## src/msf_pkg.sv

```systemverilog
// constants for the motion sensor filter configuration block
// assumes a single 10 MHz clock and a byte-wide internal register port
package msf_pkg;

    // register offsets
    localparam logic [7:0] GYRO_SETUP_ADDR = 8'h1b;
    localparam logic [7:0] ACCEL_SETUP_ADDR = 8'h1c;
    localparam logic [7:0] ACCEL_SETUP_SECOND_ADDR = 8'h1d;

    // reset values
    localparam logic [7:0] GYRO_SETUP_RST = 8'h00;
    localparam logic [7:0] ACCEL_SETUP_RST = 8'h00;
    localparam logic [7:0] ACCEL_SETUP_SECOND_RST = 8'h00;

    // writable bits; everything else is reserved and reads zero
    localparam logic [7:0] GYRO_SETUP_MASK = 8'hfb;
    localparam logic [7:0] ACCEL_SETUP_MASK = 8'hf8;
    localparam logic [7:0] ACCEL_SETUP_SECOND_MASK = 8'hff;

    // field positions
    localparam int SELFTEST_X_BIT = 7;
    localparam int SELFTEST_Y_BIT = 6;
    localparam int SELFTEST_Z_BIT = 5;
    localparam int RANGE_LSB = 3;
    localparam int GYRO_BYPASS_LSB = 0;
    localparam int FIFO_SIZE_LSB = 6;
    localparam int WAKE_AVG_LSB = 4;
    localparam int ACCEL_BYPASS_BIT = 3;
    localparam int ACCEL_LP_LSB = 0;

    // decoded values at code 0; each further code doubles
    localparam logic [4:0] ACCEL_RANGE_G_BASE = 5'h02;
    localparam logic [12:0] FIFO_BYTES_BASE = 13'h0200;
    localparam logic [5:0] WAKE_AVG_BASE = 6'h04;
    localparam logic [11:0] GYRO_DPS_250 = 12'h0fa;
    localparam logic [11:0] GYRO_DPS_500 = 12'h1f4;
    localparam logic [11:0] GYRO_DPS_1000 = 12'h3e8;
    localparam logic [11:0] GYRO_DPS_2000 = 12'h7d0;

    // accel 3 dB bandwidth in tenths of Hz
    localparam logic [13:0] ACCEL_BW_BYPASS_DHZ = 14'h28dc;
    localparam logic [13:0] ACCEL_BW_DHZ [8] = '{14'h0885, 14'h0885, 14'h03de, 14'h01c0,
                                                 14'h00d4, 14'h0066, 14'h0033, 14'h1068};

    // wake rate codes
    localparam logic [3:0] WAKE_RATE_MIN = 4'h4;
    localparam logic [3:0] WAKE_RATE_MAX = 4'hb;

    // timing
    localparam int CLK_PERIOD_NS = 100;
    localparam int ACCEL_RATE_HZ = 1000;
    localparam int ACCEL_FAST_RATE_HZ = 4000;
    localparam int WAKE_TOP_RATE_HZ = 500;
    localparam int TON_BYPASS_NS = 1084000;
    localparam int TON_AVG4_NS = 1840000;
    localparam int TON_AVG8_NS = 2840000;
    localparam int TON_AVG16_NS = 4840000;
    localparam int TON_AVG32_NS = 8840000;

    localparam int ACCEL_TICK_CYC = 1000000000 / (ACCEL_RATE_HZ * CLK_PERIOD_NS);
    localparam int ACCEL_FAST_CYC = 1000000000 / (ACCEL_FAST_RATE_HZ * CLK_PERIOD_NS);
    localparam int WAKE_BASE_CYC = 1000000000 / (WAKE_TOP_RATE_HZ * CLK_PERIOD_NS);
    localparam int TON_BYPASS_CYC = (TON_BYPASS_NS + CLK_PERIOD_NS - 1) / CLK_PERIOD_NS;
    localparam int TON_AVG4_CYC = (TON_AVG4_NS + CLK_PERIOD_NS - 1) / CLK_PERIOD_NS;
    localparam int TON_AVG8_CYC = (TON_AVG8_NS + CLK_PERIOD_NS - 1) / CLK_PERIOD_NS;
    localparam int TON_AVG16_CYC = (TON_AVG16_NS + CLK_PERIOD_NS - 1) / CLK_PERIOD_NS;
    localparam int TON_AVG32_CYC = (TON_AVG32_NS + CLK_PERIOD_NS - 1) / CLK_PERIOD_NS;

    localparam int PERIOD_W = 24;
    localparam int TON_W = 17;

    typedef enum logic [1:0] {
        MSF_GYRO_LOWPASS,
        MSF_GYRO_WIDE,
        MSF_GYRO_WIDEST
    } msf_gyro_path_e;

endpackage

```

## src/msf_tick_gen.sv

```systemverilog
// free-running period divider giving one-cycle enable pulses
// assumes period is at least 1 and comes from the same clock
`timescale 1ns/100ps
`default_nettype none
module msf_tick_gen
    import msf_pkg::*;
(
    input wire logic clk,
    input wire logic resetn,
    input wire logic run,
    input wire logic [PERIOD_W-1:0] period,
    output logic tick
);

    logic [PERIOD_W-1:0] cnt_q;
    logic [PERIOD_W-1:0] cnt_d;
    wire logic at_end;

    // >= so that a shortened period never lets the count run away
    assign at_end = (cnt_q >= period - {{(PERIOD_W-1){1'b0}}, 1'b1});
    assign tick = run && at_end;
    assign cnt_d = (!run || at_end) ? '0 : cnt_q + {{(PERIOD_W-1){1'b0}}, 1'b1};

    always_ff @(posedge clk or negedge resetn) begin
        if (!resetn) begin
            cnt_q <= '0;
        end else begin
            cnt_q <= cnt_d;
        end
    end

endmodule // msf_tick_gen
`default_nettype wire

```

## src/msf_config_regs.sv

```systemverilog
// gyro/accel setup registers with rate, filter and wake-on-motion timing
// assumes the serial front end drives the register port on clk
// What this block does
// gyro range code selects 250 to 2000 dps
// gyro bypass bits choose lowpass or wide paths
// accel range code selects 2g to 16g
// fifo size code gives 512 B to 4 kB
// wake averaging code gives 4 to 32 samples
// accel bypass: no filter, 4 kHz, 1046 Hz
// accel lowpass code picks bandwidth at 1 kHz
// output rate divided by one plus divider
// wake mode duty-cycles the accelerometer
// host turns gyro off, sets cycle bit
// wake on-time from bypass or averaging code
// gyro lowpass only when bypass field zero
// wake rate codes 4..11, others reserved
// per-axis self-test bits at 7:5
// reserved bits read zero, writes ignored
`timescale 1ns/100ps
`default_nettype none
module msf_config_regs
    import msf_pkg::*;
#(
    parameter int ACCEL_TICK_CYCLES = ACCEL_TICK_CYC,
    parameter int WAKE_BASE_CYCLES = WAKE_BASE_CYC,
    parameter int TON_BYPASS_CYCLES = TON_BYPASS_CYC,
    parameter int TON_AVG4_CYCLES = TON_AVG4_CYC,
    parameter int TON_AVG8_CYCLES = TON_AVG8_CYC,
    parameter int TON_AVG16_CYCLES = TON_AVG16_CYC,
    parameter int TON_AVG32_CYCLES = TON_AVG32_CYC
) (
    input wire logic clk,
    input wire logic resetn,
    input wire logic [7:0] reg_addr,
    input wire logic reg_wr,
    input wire logic [7:0] reg_wdata,
    input wire logic reg_rd,
    output logic [7:0] reg_rdata,
    output logic reg_rvalid,
    input wire logic [7:0] rate_divider,
    input wire logic [3:0] wake_rate_code,
    input wire logic gyro_off,
    input wire logic accel_cycle,
    output logic [2:0] gyro_selftest,
    output logic [2:0] accel_selftest,
    output logic [11:0] gyro_range_dps,
    output logic [4:0] accel_range_g,
    output logic [12:0] fifo_size_bytes,
    output logic [5:0] wake_avg_samples,
    output logic gyro_lowpass_on,
    output msf_gyro_path_e gyro_filter_path,
    output logic accel_lowpass_on,
    output logic [13:0] accel_bw_dhz,
    output logic accel_sample_tick,
    output logic odr_strobe,
    output logic wake_on_motion,
    output logic wake_rate_reserved,
    output logic accel_power_on
);

    logic [7:0] gyro_setup_q;
    logic [7:0] accel_setup_q;
    logic [7:0] accel_setup_second_q;
    logic [7:0] rdata_q;
    logic rvalid_q;
    logic [7:0] div_cnt_q;
    logic [7:0] div_cnt_d;
    logic duty_q;
    logic [TON_W-1:0] on_cnt_q;
    logic [TON_W-1:0] on_cnt_d;
    logic [7:0] rdata_d;

    wire logic sel_gyro;
    wire logic sel_accel;
    wire logic sel_accel2;
    wire logic [1:0] gyro_range_code;
    wire logic [1:0] gyro_filter_bypass;
    wire logic [1:0] accel_range_code;
    wire logic [1:0] fifo_size_code;
    wire logic [1:0] wake_averaging_code;
    wire logic accel_filter_bypass;
    wire logic [2:0] accel_lowpass_code;
    wire logic [PERIOD_W-1:0] accel_period;
    wire logic [PERIOD_W-1:0] wake_period;
    wire logic [TON_W-1:0] ton_len;
    wire logic [TON_W-1:0] ton_avg [4];
    wire logic wake_rate_ok;
    wire logic wake_tick;
    wire logic odr_hit;

    // register port decode
    assign sel_gyro = (reg_addr == GYRO_SETUP_ADDR);
    assign sel_accel = (reg_addr == ACCEL_SETUP_ADDR);
    assign sel_accel2 = (reg_addr == ACCEL_SETUP_SECOND_ADDR);

    // masked read mux; unmapped offsets read zero
    assign rdata_d = sel_gyro ? (gyro_setup_q & GYRO_SETUP_MASK) :
                     sel_accel ? (accel_setup_q & ACCEL_SETUP_MASK) :
                     sel_accel2 ? accel_setup_second_q : 8'h00;

    always_ff @(posedge clk or negedge resetn) begin
        if (!resetn) begin
            gyro_setup_q <= GYRO_SETUP_RST;
            accel_setup_q <= ACCEL_SETUP_RST;
            accel_setup_second_q <= ACCEL_SETUP_SECOND_RST;
        end else if (reg_wr) begin
            // reserved bits are never stored
            if (sel_gyro) gyro_setup_q <= reg_wdata & GYRO_SETUP_MASK;
            if (sel_accel) accel_setup_q <= reg_wdata & ACCEL_SETUP_MASK;
            if (sel_accel2) accel_setup_second_q <= reg_wdata & ACCEL_SETUP_SECOND_MASK;
        end
    end

    always_ff @(posedge clk or negedge resetn) begin
        if (!resetn) begin
            rdata_q <= 8'h00;
            rvalid_q <= 1'b0;
        end else begin
            rvalid_q <= reg_rd;
            if (reg_rd) rdata_q <= rdata_d;
        end
    end

    assign reg_rdata = rdata_q;
    assign reg_rvalid = rvalid_q;

    // field extraction
    assign gyro_range_code = gyro_setup_q[RANGE_LSB +: 2];
    assign gyro_filter_bypass = gyro_setup_q[GYRO_BYPASS_LSB +: 2];
    assign accel_range_code = accel_setup_q[RANGE_LSB +: 2];
    assign fifo_size_code = accel_setup_second_q[FIFO_SIZE_LSB +: 2];
    assign wake_averaging_code = accel_setup_second_q[WAKE_AVG_LSB +: 2];
    assign accel_filter_bypass = accel_setup_second_q[ACCEL_BYPASS_BIT];
    assign accel_lowpass_code = accel_setup_second_q[ACCEL_LP_LSB +: 3];

    assign gyro_selftest = {gyro_setup_q[SELFTEST_X_BIT], gyro_setup_q[SELFTEST_Y_BIT],
                            gyro_setup_q[SELFTEST_Z_BIT]};
    assign accel_selftest = {accel_setup_q[SELFTEST_X_BIT], accel_setup_q[SELFTEST_Y_BIT],
                             accel_setup_q[SELFTEST_Z_BIT]};

    assign gyro_range_dps = (gyro_range_code == 2'h0) ? GYRO_DPS_250 :
                            (gyro_range_code == 2'h1) ? GYRO_DPS_500 :
                            (gyro_range_code == 2'h2) ? GYRO_DPS_1000 : GYRO_DPS_2000;
    assign accel_range_g = ACCEL_RANGE_G_BASE << accel_range_code;
    assign fifo_size_bytes = FIFO_BYTES_BASE << fifo_size_code;
    assign wake_avg_samples = WAKE_AVG_BASE << wake_averaging_code;

    // gyro path: bit 0 wins over bit 1, giving the widest band
    assign gyro_lowpass_on = (gyro_filter_bypass == 2'b00);
    assign gyro_filter_path = gyro_filter_bypass[0] ? MSF_GYRO_WIDEST :
                              gyro_filter_bypass[1] ? MSF_GYRO_WIDE : MSF_GYRO_LOWPASS;

    // accel filter and base rate
    assign accel_lowpass_on = !accel_filter_bypass;
    assign accel_bw_dhz = accel_filter_bypass ? ACCEL_BW_BYPASS_DHZ :
                          ACCEL_BW_DHZ[accel_lowpass_code];
    assign accel_period = accel_filter_bypass ? PERIOD_W'(ACCEL_FAST_CYC) :
                          PERIOD_W'(ACCEL_TICK_CYCLES);

    // wake-on-motion entry is the host's job via the power control register
    assign wake_on_motion = gyro_off && accel_cycle;
    assign wake_rate_ok = (wake_rate_code >= WAKE_RATE_MIN) && (wake_rate_code <= WAKE_RATE_MAX);
    assign wake_rate_reserved = wake_on_motion && !wake_rate_ok;
    // code 11 is the fastest rate; each lower code halves it
    assign wake_period = PERIOD_W'(WAKE_BASE_CYCLES) << (WAKE_RATE_MAX - wake_rate_code);

    assign ton_avg[0] = TON_W'(TON_AVG4_CYCLES);
    assign ton_avg[1] = TON_W'(TON_AVG8_CYCLES);
    assign ton_avg[2] = TON_W'(TON_AVG16_CYCLES);
    assign ton_avg[3] = TON_W'(TON_AVG32_CYCLES);
    assign ton_len = accel_filter_bypass ? TON_W'(TON_BYPASS_CYCLES) :
                     ton_avg[wake_averaging_code];

    msf_tick_gen u_accel_tick (
        .clk(clk),
        .resetn(resetn),
        .run(!wake_on_motion),
        .period(accel_period),
        .tick(accel_sample_tick)
    );

    msf_tick_gen u_wake_tick (
        .clk(clk),
        .resetn(resetn),
        .run(wake_on_motion && wake_rate_ok),
        .period(wake_period),
        .tick(wake_tick)
    );

    // output rate divider over filter samples
    assign odr_hit = accel_sample_tick && (div_cnt_q >= rate_divider);
    assign div_cnt_d = wake_on_motion ? 8'h00 :
                       odr_hit ? 8'h00 :
                       accel_sample_tick ? div_cnt_q + 8'h01 : div_cnt_q;

    always_ff @(posedge clk or negedge resetn) begin
        if (!resetn) begin
            div_cnt_q <= 8'h00;
        end else begin
            div_cnt_q <= div_cnt_d;
        end
    end

    // duty cycle: on for ton_len cycles from each wake period start
    assign on_cnt_d = wake_tick ? ton_len - {{(TON_W-1){1'b0}}, 1'b1} :
                      (on_cnt_q != '0) ? on_cnt_q - {{(TON_W-1){1'b0}}, 1'b1} : on_cnt_q;

    always_ff @(posedge clk or negedge resetn) begin
        if (!resetn) begin
            duty_q <= 1'b0;
            on_cnt_q <= '0;
        end else if (!wake_on_motion || !wake_rate_ok) begin
            duty_q <= 1'b0;
            on_cnt_q <= '0;
        end else begin
            on_cnt_q <= on_cnt_d;
            if (wake_tick) duty_q <= 1'b1;
            else if (on_cnt_q == '0) duty_q <= 1'b0;
        end
    end

    // in wake mode a sample is ready when the on-time ends
    assign odr_strobe = wake_on_motion ? (duty_q && on_cnt_q == '0 && !wake_tick) : odr_hit;
    assign accel_power_on = wake_on_motion ? duty_q : 1'b1;

    // checks
    logic [PERIOD_W-1:0] gap_q;
    logic [8:0] ticks_q;
    logic [TON_W:0] on_len_q;
    logic [TON_W-1:0] ton_cap_q;
    logic byp_q;
    logic [7:0] div_prev_q;

    // all ones marks a span cut by a mode or setting change; such spans are not measured
    always_ff @(posedge clk or negedge resetn) begin
        if (!resetn) begin
            gap_q <= '0;
            ticks_q <= '0;
            on_len_q <= '0;
            ton_cap_q <= '0;
            byp_q <= 1'b0;
            div_prev_q <= 8'h00;
        end else begin
            byp_q <= accel_filter_bypass;
            div_prev_q <= rate_divider;
            if (wake_tick) ton_cap_q <= ton_len;
            gap_q <= accel_sample_tick ? '0 :
                     (wake_on_motion || byp_q != accel_filter_bypass || gap_q == '1) ? '1 :
                     gap_q + 24'h000001;
            ticks_q <= (odr_strobe || wake_on_motion) ? 9'h000 :
                       (div_prev_q != rate_divider || ticks_q == 9'h1ff) ? 9'h1ff :
                       ticks_q + {8'h00, accel_sample_tick};
            on_len_q <= duty_q ? on_len_q + 18'h00001 : '0;
        end
    end
endmodule // msf_config_regs
`default_nettype wire

```

## config.mk

```make
export PLATFORM = sky130hd
export DESIGN_NAME = msf_config_regs
export DESIGN_NICKNAME = d
export VERILOG_FILES = /design/src/msf_pkg.sv /design/src/msf_tick_gen.sv /design/src/msf_config_regs.sv
export SDC_FILE = /design/constraint.sdc
export NUM_CORES = 1
export LEC_CHECK = 0
export ABC_AREA = 0
export BUFFER_PORTS_ARGS = -buffer_cell sky130_fd_sc_hd__buf_4
export CORE_UTILIZATION = 60
export CTS_CLUSTER_SIZE = 20
export DETAILED_ROUTE_END_ITERATION = 16
export PLACE_DENSITY = 0.83
export SYNTH_ARGS = -nofsm -noshare
export SYNTH_HDL_FRONTEND = slang
export SYNTH_SLANG_ARGS = --single-unit
```

## constraint.sdc

```tcl
create_clock -name clk -period 10 [get_ports clk]
set_input_delay 2 -clock clk [delete_from_list [all_inputs] [get_ports clk]]
set_output_delay 2 -clock clk [all_outputs]
set_load 0.01 [all_outputs]
```

# After elaboration in Yosys (flattened, before gate mapping)
# Memory sizes are Yosys's and may differ from the RTL's.
# Index checks and enable logic that the tools add are counted.
[word_totals] ff_bits=103 romBits=112 inputBits=34 output_inout_bits=74 mem_count=1
[classes] add_sub_neg=8 magnitude_cmp=7 n_eq_ne=5 shifts=4 muxes=29 bitwise=2 n_reduce_logical=27
[mem_list] name="(no name shown)" words=8 width=14 rd=1 rd_ports_with_merged_regs=0 write_ports=0 line="msf_config_regs.sv:156" source="ACCEL_BW_DHZ[accel_lowpass_code];"
[op_table] operator="17-bit 2-to-1 mux" n=6
[op_table] operator="14-bit 2-to-1 mux" n=4
[op_table] operator="24-bit by 1-bit adder with 24-bit output (second input constant)" n=2
[op_table] operator="24-bit >= comparator" n=2
[op_table] operator="24-bit 2-to-1 mux" n=2
[op_table] operator="8-bit 2-to-1 mux" n=6
[op_table] operator="17-bit binary-select mux with 2-bit select" n=1
[op_table] operator="17-bit by 1-bit subtractor with 17-bit output (second input constant)" n=2
[op_table] operator="11-bit 2-to-1 mux" n=3
[op_table] operator="8-bit by 5-bit equality test with 1-bit output (second input constant)" n=3
[op_table] operator="15-bit by 4-bit left shift with 24-bit output (first input constant)" n=1
[op_table] operator="24-bit by 1-bit subtractor with 24-bit output (second input constant)" n=1
[op_table] operator="17-bit logical NOT" n=1
[op_table] operator="17-bit nonzero test" n=1
[op_table] operator="14-bit by 1-bit subtractor with 15-bit output (second input constant)" n=1
[op_table] operator="10-bit by 2-bit left shift with 13-bit output (first input constant)" n=1
[op_table] operator="1-bit logical AND" n=9
[op_table] operator="3-bit nonzero test" n=3
[op_table] operator="8-bit by 1-bit adder with 8-bit output (second input constant)" n=1
[op_table] operator="8-bit >= comparator" n=1
[op_table] operator="1-bit 2-to-1 mux" n=6
[op_table] operator="2-bit AND reduction" n=3
[op_table] operator="3-bit by 2-bit left shift with 6-bit output (first input constant)" n=1
[op_table] operator="1-bit logical NOT" n=5
[op_table] operator="13 further kinds" n=16

# Logic depth before layout (Yosys ltp)
[depth] depth_word=8 ltp_mapped=28

# Hierarchy
# A second synthesis with hierarchy kept.
[unflattened] hier_cells=917 hier_area_um2=8067.7
[by_module_without_submodules] mod="msf_config_regs" n_inst=1 cells_each=446 area_per_inst_um2=3886.2
[by_module_without_submodules] mod="msf_tick_gen at u_accel_tick" n_inst=1 cells_each=238 area_per_inst_um2=2092.0
[by_module_without_submodules] mod="msf_tick_gen at u_wake_tick" n_inst=1 cells_each=233 area_per_inst_um2=2089.5

# Worst setup path before layout
# No wires, ideal clock.
[synth_path] kind="input port to output port" start="in wake_rate_code[2]" end="out odr_strobe" t_arrival_ns=5.744 path_slack_ns=2.256 stages=20 path_cell_list="buf_6 inv_4 ha_1 buf_2 nor2_2 nand2_1 ha_1 o211a_1 or4b_4 or2_1 a221oi_2 xor2_1 ha_1 nand4_1 nor2_1 a221oi_1 o211ai_4 nand2_2 inv_1 o32ai_1"
[synth_via] elab_chain_cells=8
[synth_rtl] item="start: declaration" line="msf_config_regs.sv:41" source="input wire logic [3:0] wake_rate_code,"
[synth_rtl] item="4-bit subtractor" line="msf_config_regs.sv:165" source="assign wake_period = PERIOD_W'(WAKE_BASE_CYCLES) << (WAKE_RATE_MAX - wake_rate_code);"
[synth_rtl] item="15-bit by 4-bit left shift with 24-bit output" line="msf_config_regs.sv:165"
[synth_rtl] item="24-bit by 1-bit subtractor with 24-bit output" line="msf_tick_gen.sv:20" source="assign at_end = (cnt_q >= period - {{(PERIOD_W-1){1'b0}}, 1'b1});"
[synth_rtl] item="24-bit >= comparator" line="msf_tick_gen.sv:20"
[synth_rtl] item="1-bit logical AND *" line="msf_tick_gen.sv:21" source="assign tick = run && at_end;"
[synth_rtl] item="1-bit logical NOT *" line="msf_config_regs.sv:223" source="assign odr_strobe = wake_on_motion ? (duty_q && on_cnt_q == '0 && !wake_tick) : odr_hit;"
[synth_rtl] item="1-bit logical AND *" line="msf_config_regs.sv:223"
[synth_rtl] item="1-bit 2-to-1 mux *" line="msf_config_regs.sv:223"
[synth_rtl] item="end: declaration" line="msf_config_regs.sv:55" source="output logic odr_strobe,"
# Mark *: on every way between the ends. The rest lies on a longest branch, timed or not.

# Worst setup path in the final report
# Same ends and word-level chain as after synthesis.

==> flow_summary.yaml <==
power_and_ir_drop:
  p_sw_share_pct: 36.3
  peakVddDrop_v: 0.000260
  powerDensity_mw_per_mm2: 179
  intPower_w: 0.000896
  p_switching_w: 0.000510
  power_frac_comb_pct: 38.7
  seqPwrFrac_pct: 35.3
  p_clk_share_pct: 26.0
  p_leak_nw: 3.77
global_route:
  grt_pass1_wl_mm: 25.2
  grt_max_degree: 62
  antenna_found_initial: 0
  first_global_vias: 5399
  grt_usage_pct: 27.2
  overflow: 0
detailed_routing:
  drt-total-wl_mm: 15.7
  drt_iter0_drc: 330
  drc: 0
  ant_nets: 0
  wire_per_inst_um: 16.2
  dr.pass1.iters: 8
  vias: 5614
  routed_via_density: 5.80
cts:
  cts_resized: 0
  htreeDepth: 3
  cts_tree: "done"
  clock_path_buffers: 2
  path_clk_slew_ns: 0.07
  numCtsBuffers: 9
  postCtsSetupRepairBufs: 0
  clkLatencyLatePin_ns: 0.35
  cts-root-buf: "clkbuf_16"
  clock_sinks: 103
  hold_buffers: 0
timing:
  tns_ns: 0
  finalCritPeriodShare_pct: 88.7
  final_max_slew_viol_count: 0
  fmax_mhz: 113
  period_needed_ns: 8.87
  relSlewSlack_pct: 37.8
  setup-violations-final: 0
  rsz0062_at_grt: "false"
  final.setup_skew_ns: 0.00522
  worst_pin_slew_ns: 0.925
  timing.final.hold_violations: 0
floorplan:
  die_w_um: 109
  initial_core_util_pct: 62.6
  core_mm2: 0.0110
  dieArea_mm2: 0.0119
  ios: 108
  die_h_um: 109
  std_cell_rows: 38
yosys:
  synth_area_leader_cell: "dfrtp_1"
  synth-seq-cells: 103
  synth_cell_types: 71
  netlist_instances: 750
  synth_top_area_share_pct: 37.3
  ys_warn_count: 0
  synth_edf_count: 0
  synth-async-reset-ratio_pct: 100
  avgSynthCellArea_um2: 9.21
  seq_area_frac_synth_pct: 37.3
  ys_top_cells_by_area: "dfrtp_1, ha_1, nor2_1"
  synth_area_mm2: 0.00691
  synth_flop_cell: "dfrtp_1"
status:
  status: "finished, final reports clean"
placed_design:
  gp_congestion: 0.898
  dp_hpwl_mm: 11.2
  io_buffers: 90
run:
  maxCapViolations: 0
setup_path:
  required_ns: 8.00
  path_class: "input port to output port"
  worst-path-max-fanout: 29
  arrival_ns: 6.87
  startpoint_type: "input port"
  endpoint_kind: "output port"
layout:
  fill_cells: 823
  syn_to_final_growth_pct: 13.6
  drive_gt1_share_pct: 19.4
  diodes: 0
  nNetsFinal: 916
  utilization_pct: 71.1
hold_path:
  hp-class: "flop to flop"
worst max-delay path: stages:
cell	delay, ns
buf_4	0.23
inv_4	0.09
ha_1	0.42
buf_4	0.33
nand2b_1	0.15
o211a_1	0.17
or4b_4	0.48
or2_1	0.25
nor3_1	0.21
a21oi_1	0.09
ha_1	0.32
nand4_1	0.14
or4_4	0.58
o211ai_4	0.37
nand2_2	0.39
inv_1	0.32
o32ai_1	0.15
buf_4	0.17
cells in the final DEF (no fill, tap or decap), drive strengths merged, types with 2 or more instances in the layout:
cell / netlist / routed
dfrtp: 103 / 103
nor2: 97 / 97
buf: 38 / 92
ha: 59 / 59
nand2: 53 / 53
inv: 42 / 44
a21oi: 38 / 38
xor2: 33 / 33
xnor2: 29 / 29
conb: 2 / 26
mux2: 25 / 25
nand3: 23 / 23
o21ai: 23 / 23
nor3: 17 / 17
and3: 14 / 14
a22oi: 11 / 11
nor2b: 11 / 11
a211oi: 10 / 10
nand2b: 9 / 9
nand4: 9 / 9
clkbuf: 16 / 9
o22ai: 8 / 8
nor4: 8 / 8
a21o: 7 / 7
and2: 7 / 7
or3: 7 / 7
mux2i: 4 / 4
o31ai: 4 / 4
nor3b: 4 / 4
a311oi: 4 / 4
a221oi: 4 / 4
or4: 4 / 4
clkinv: 1 / 4
o31a: 3 / 3
or2: 3 / 3
and4: 2 / 2
a211o: 2 / 2
o211ai: 2 / 2
metal layers:
| metal | routed length (um) | up-vias | track usage [%] |
|---|---|---|---|
| met1 | 6570 | 2687 | 32.9 |
| met4 | 397 | 0 | 12.0 |
| met2 | 7990 | 193 | 46.8 |
| met5 | 0 | - | 0 |
| li1 | - | 2695 | - |
| met3 | 747 | 39 | 5.39 |
final timing paths:
path	start	to	slack [ns]	cells past startpoint
worst max-delay path	wake_rate_code[2]	odr_strobe	1.13	18
worst min-delay path	on_cnt_q[0]$_DFFE_PN0P_	on_cnt_q[0]$_DFFE_PN0P_	0.50	1
worst max register to register	u_wake_tick.cnt_q[22]$_DFF_PN0_	on_cnt_q[10]$_DFFE_PN0P_	5.66	14
worst min register to register	on_cnt_q[0]$_DFFE_PN0P_	on_cnt_q[0]$_DFFE_PN0P_	0.50	1
max in group asynchronous	resetn	gyro_setup_q[7]$_DFFE_PN0P_	7.21	2
min in group asynchronous	resetn	div_cnt_q[7]$_DFFE_PN0P_	1.63	1
synth_stat cells, drive strengths merged (10+ instances only):
cell type  count
xnor2         29
a22oi         11
mux2          25
a21oi         38
nand2         53
nor2b         11
ha            59
dfrtp        103
buf           38
o21ai         23
nand3         23
nor2          97
inv           42
clkbuf        16
and3          14
a211oi        10
nor3          17
xor2          33
registers in the layout, indices dropped and copies added (netlist names):
name                  count
reg_rdata                 8
on_cnt_q                 17
u_accel_tick.cnt_q       24
reg_rvalid                1
u_wake_tick.cnt_q        24
gyro_setup_q              7
duty_q                    1
accel_setup_second_q      8
accel_setup_q             5
div_cnt_q                 8
cells by family (layout without fill, tap and decap cells):
group,count (synthesis),in the layout,share of synthesized area [%]
adder cells (fa/ha/maj),59,59,10.7
buffers and inverters,97,151,7.08
multiplexers,29,29,4.66
flip-flops,103,103,37.3
XOR/XNOR,62,62,7.86
AO/OA/AOI/OAI,126,126,12.7
AND/OR/NAND/NOR,272,272,19.6
other,2,26,0.109
per-stage QoR:
step | power, W | setup WS [ns] | area, um2 | cells | hold WS (ns)
after floorplan | 0.000924 | 2.26 | 7000 | 774 | 0.455
after global placement | 0.00102 | 1.35 | 7540 | 952 | 0.478
after detailed placement | 0.00104 | 1.20 | 7540 | 952 | 0.487
after CTS | 0.00141 | 1.17 | 7840 | 968 | 0.500
after global routing | 0.00148 | 0.813 | 7840 | 968 | 0.528
final | 0.00141 | 1.13 | 7840 | 968 | 0.500
cell type report:
class | instances | area [um2] | area share [%]
clock buffers | 9 | 225 | 2.87
clock inverters | 7 | 80.1 | 1.02
inverters | 43 | 164 | 2.09
multi-input cells | 574 | 3930 | 50.1
flip-flops and latches | 103 | 2580 | 32.9
well taps | 140 | 175 | 2.23
repair buffers | 92 | 691 | 8.81
power by group through the flow:
stage | Clock, W | Combinational [W] | Sequential [W]
2_1_floorplan | 0 | 0.000432 | 0.000491
3_3_place_gp | 0 | 0.000519 | 0.000499
3_5_place_dp | 0 | 0.000536 | 0.000502
4_1_cts | 0.000371 | 0.000543 | 0.000494
5_1_grt | 0.000390 | 0.000595 | 0.000501
6_report | 0.000366 | 0.000545 | 0.000496
No activity file was read; power rests on OpenSTA's default activity.
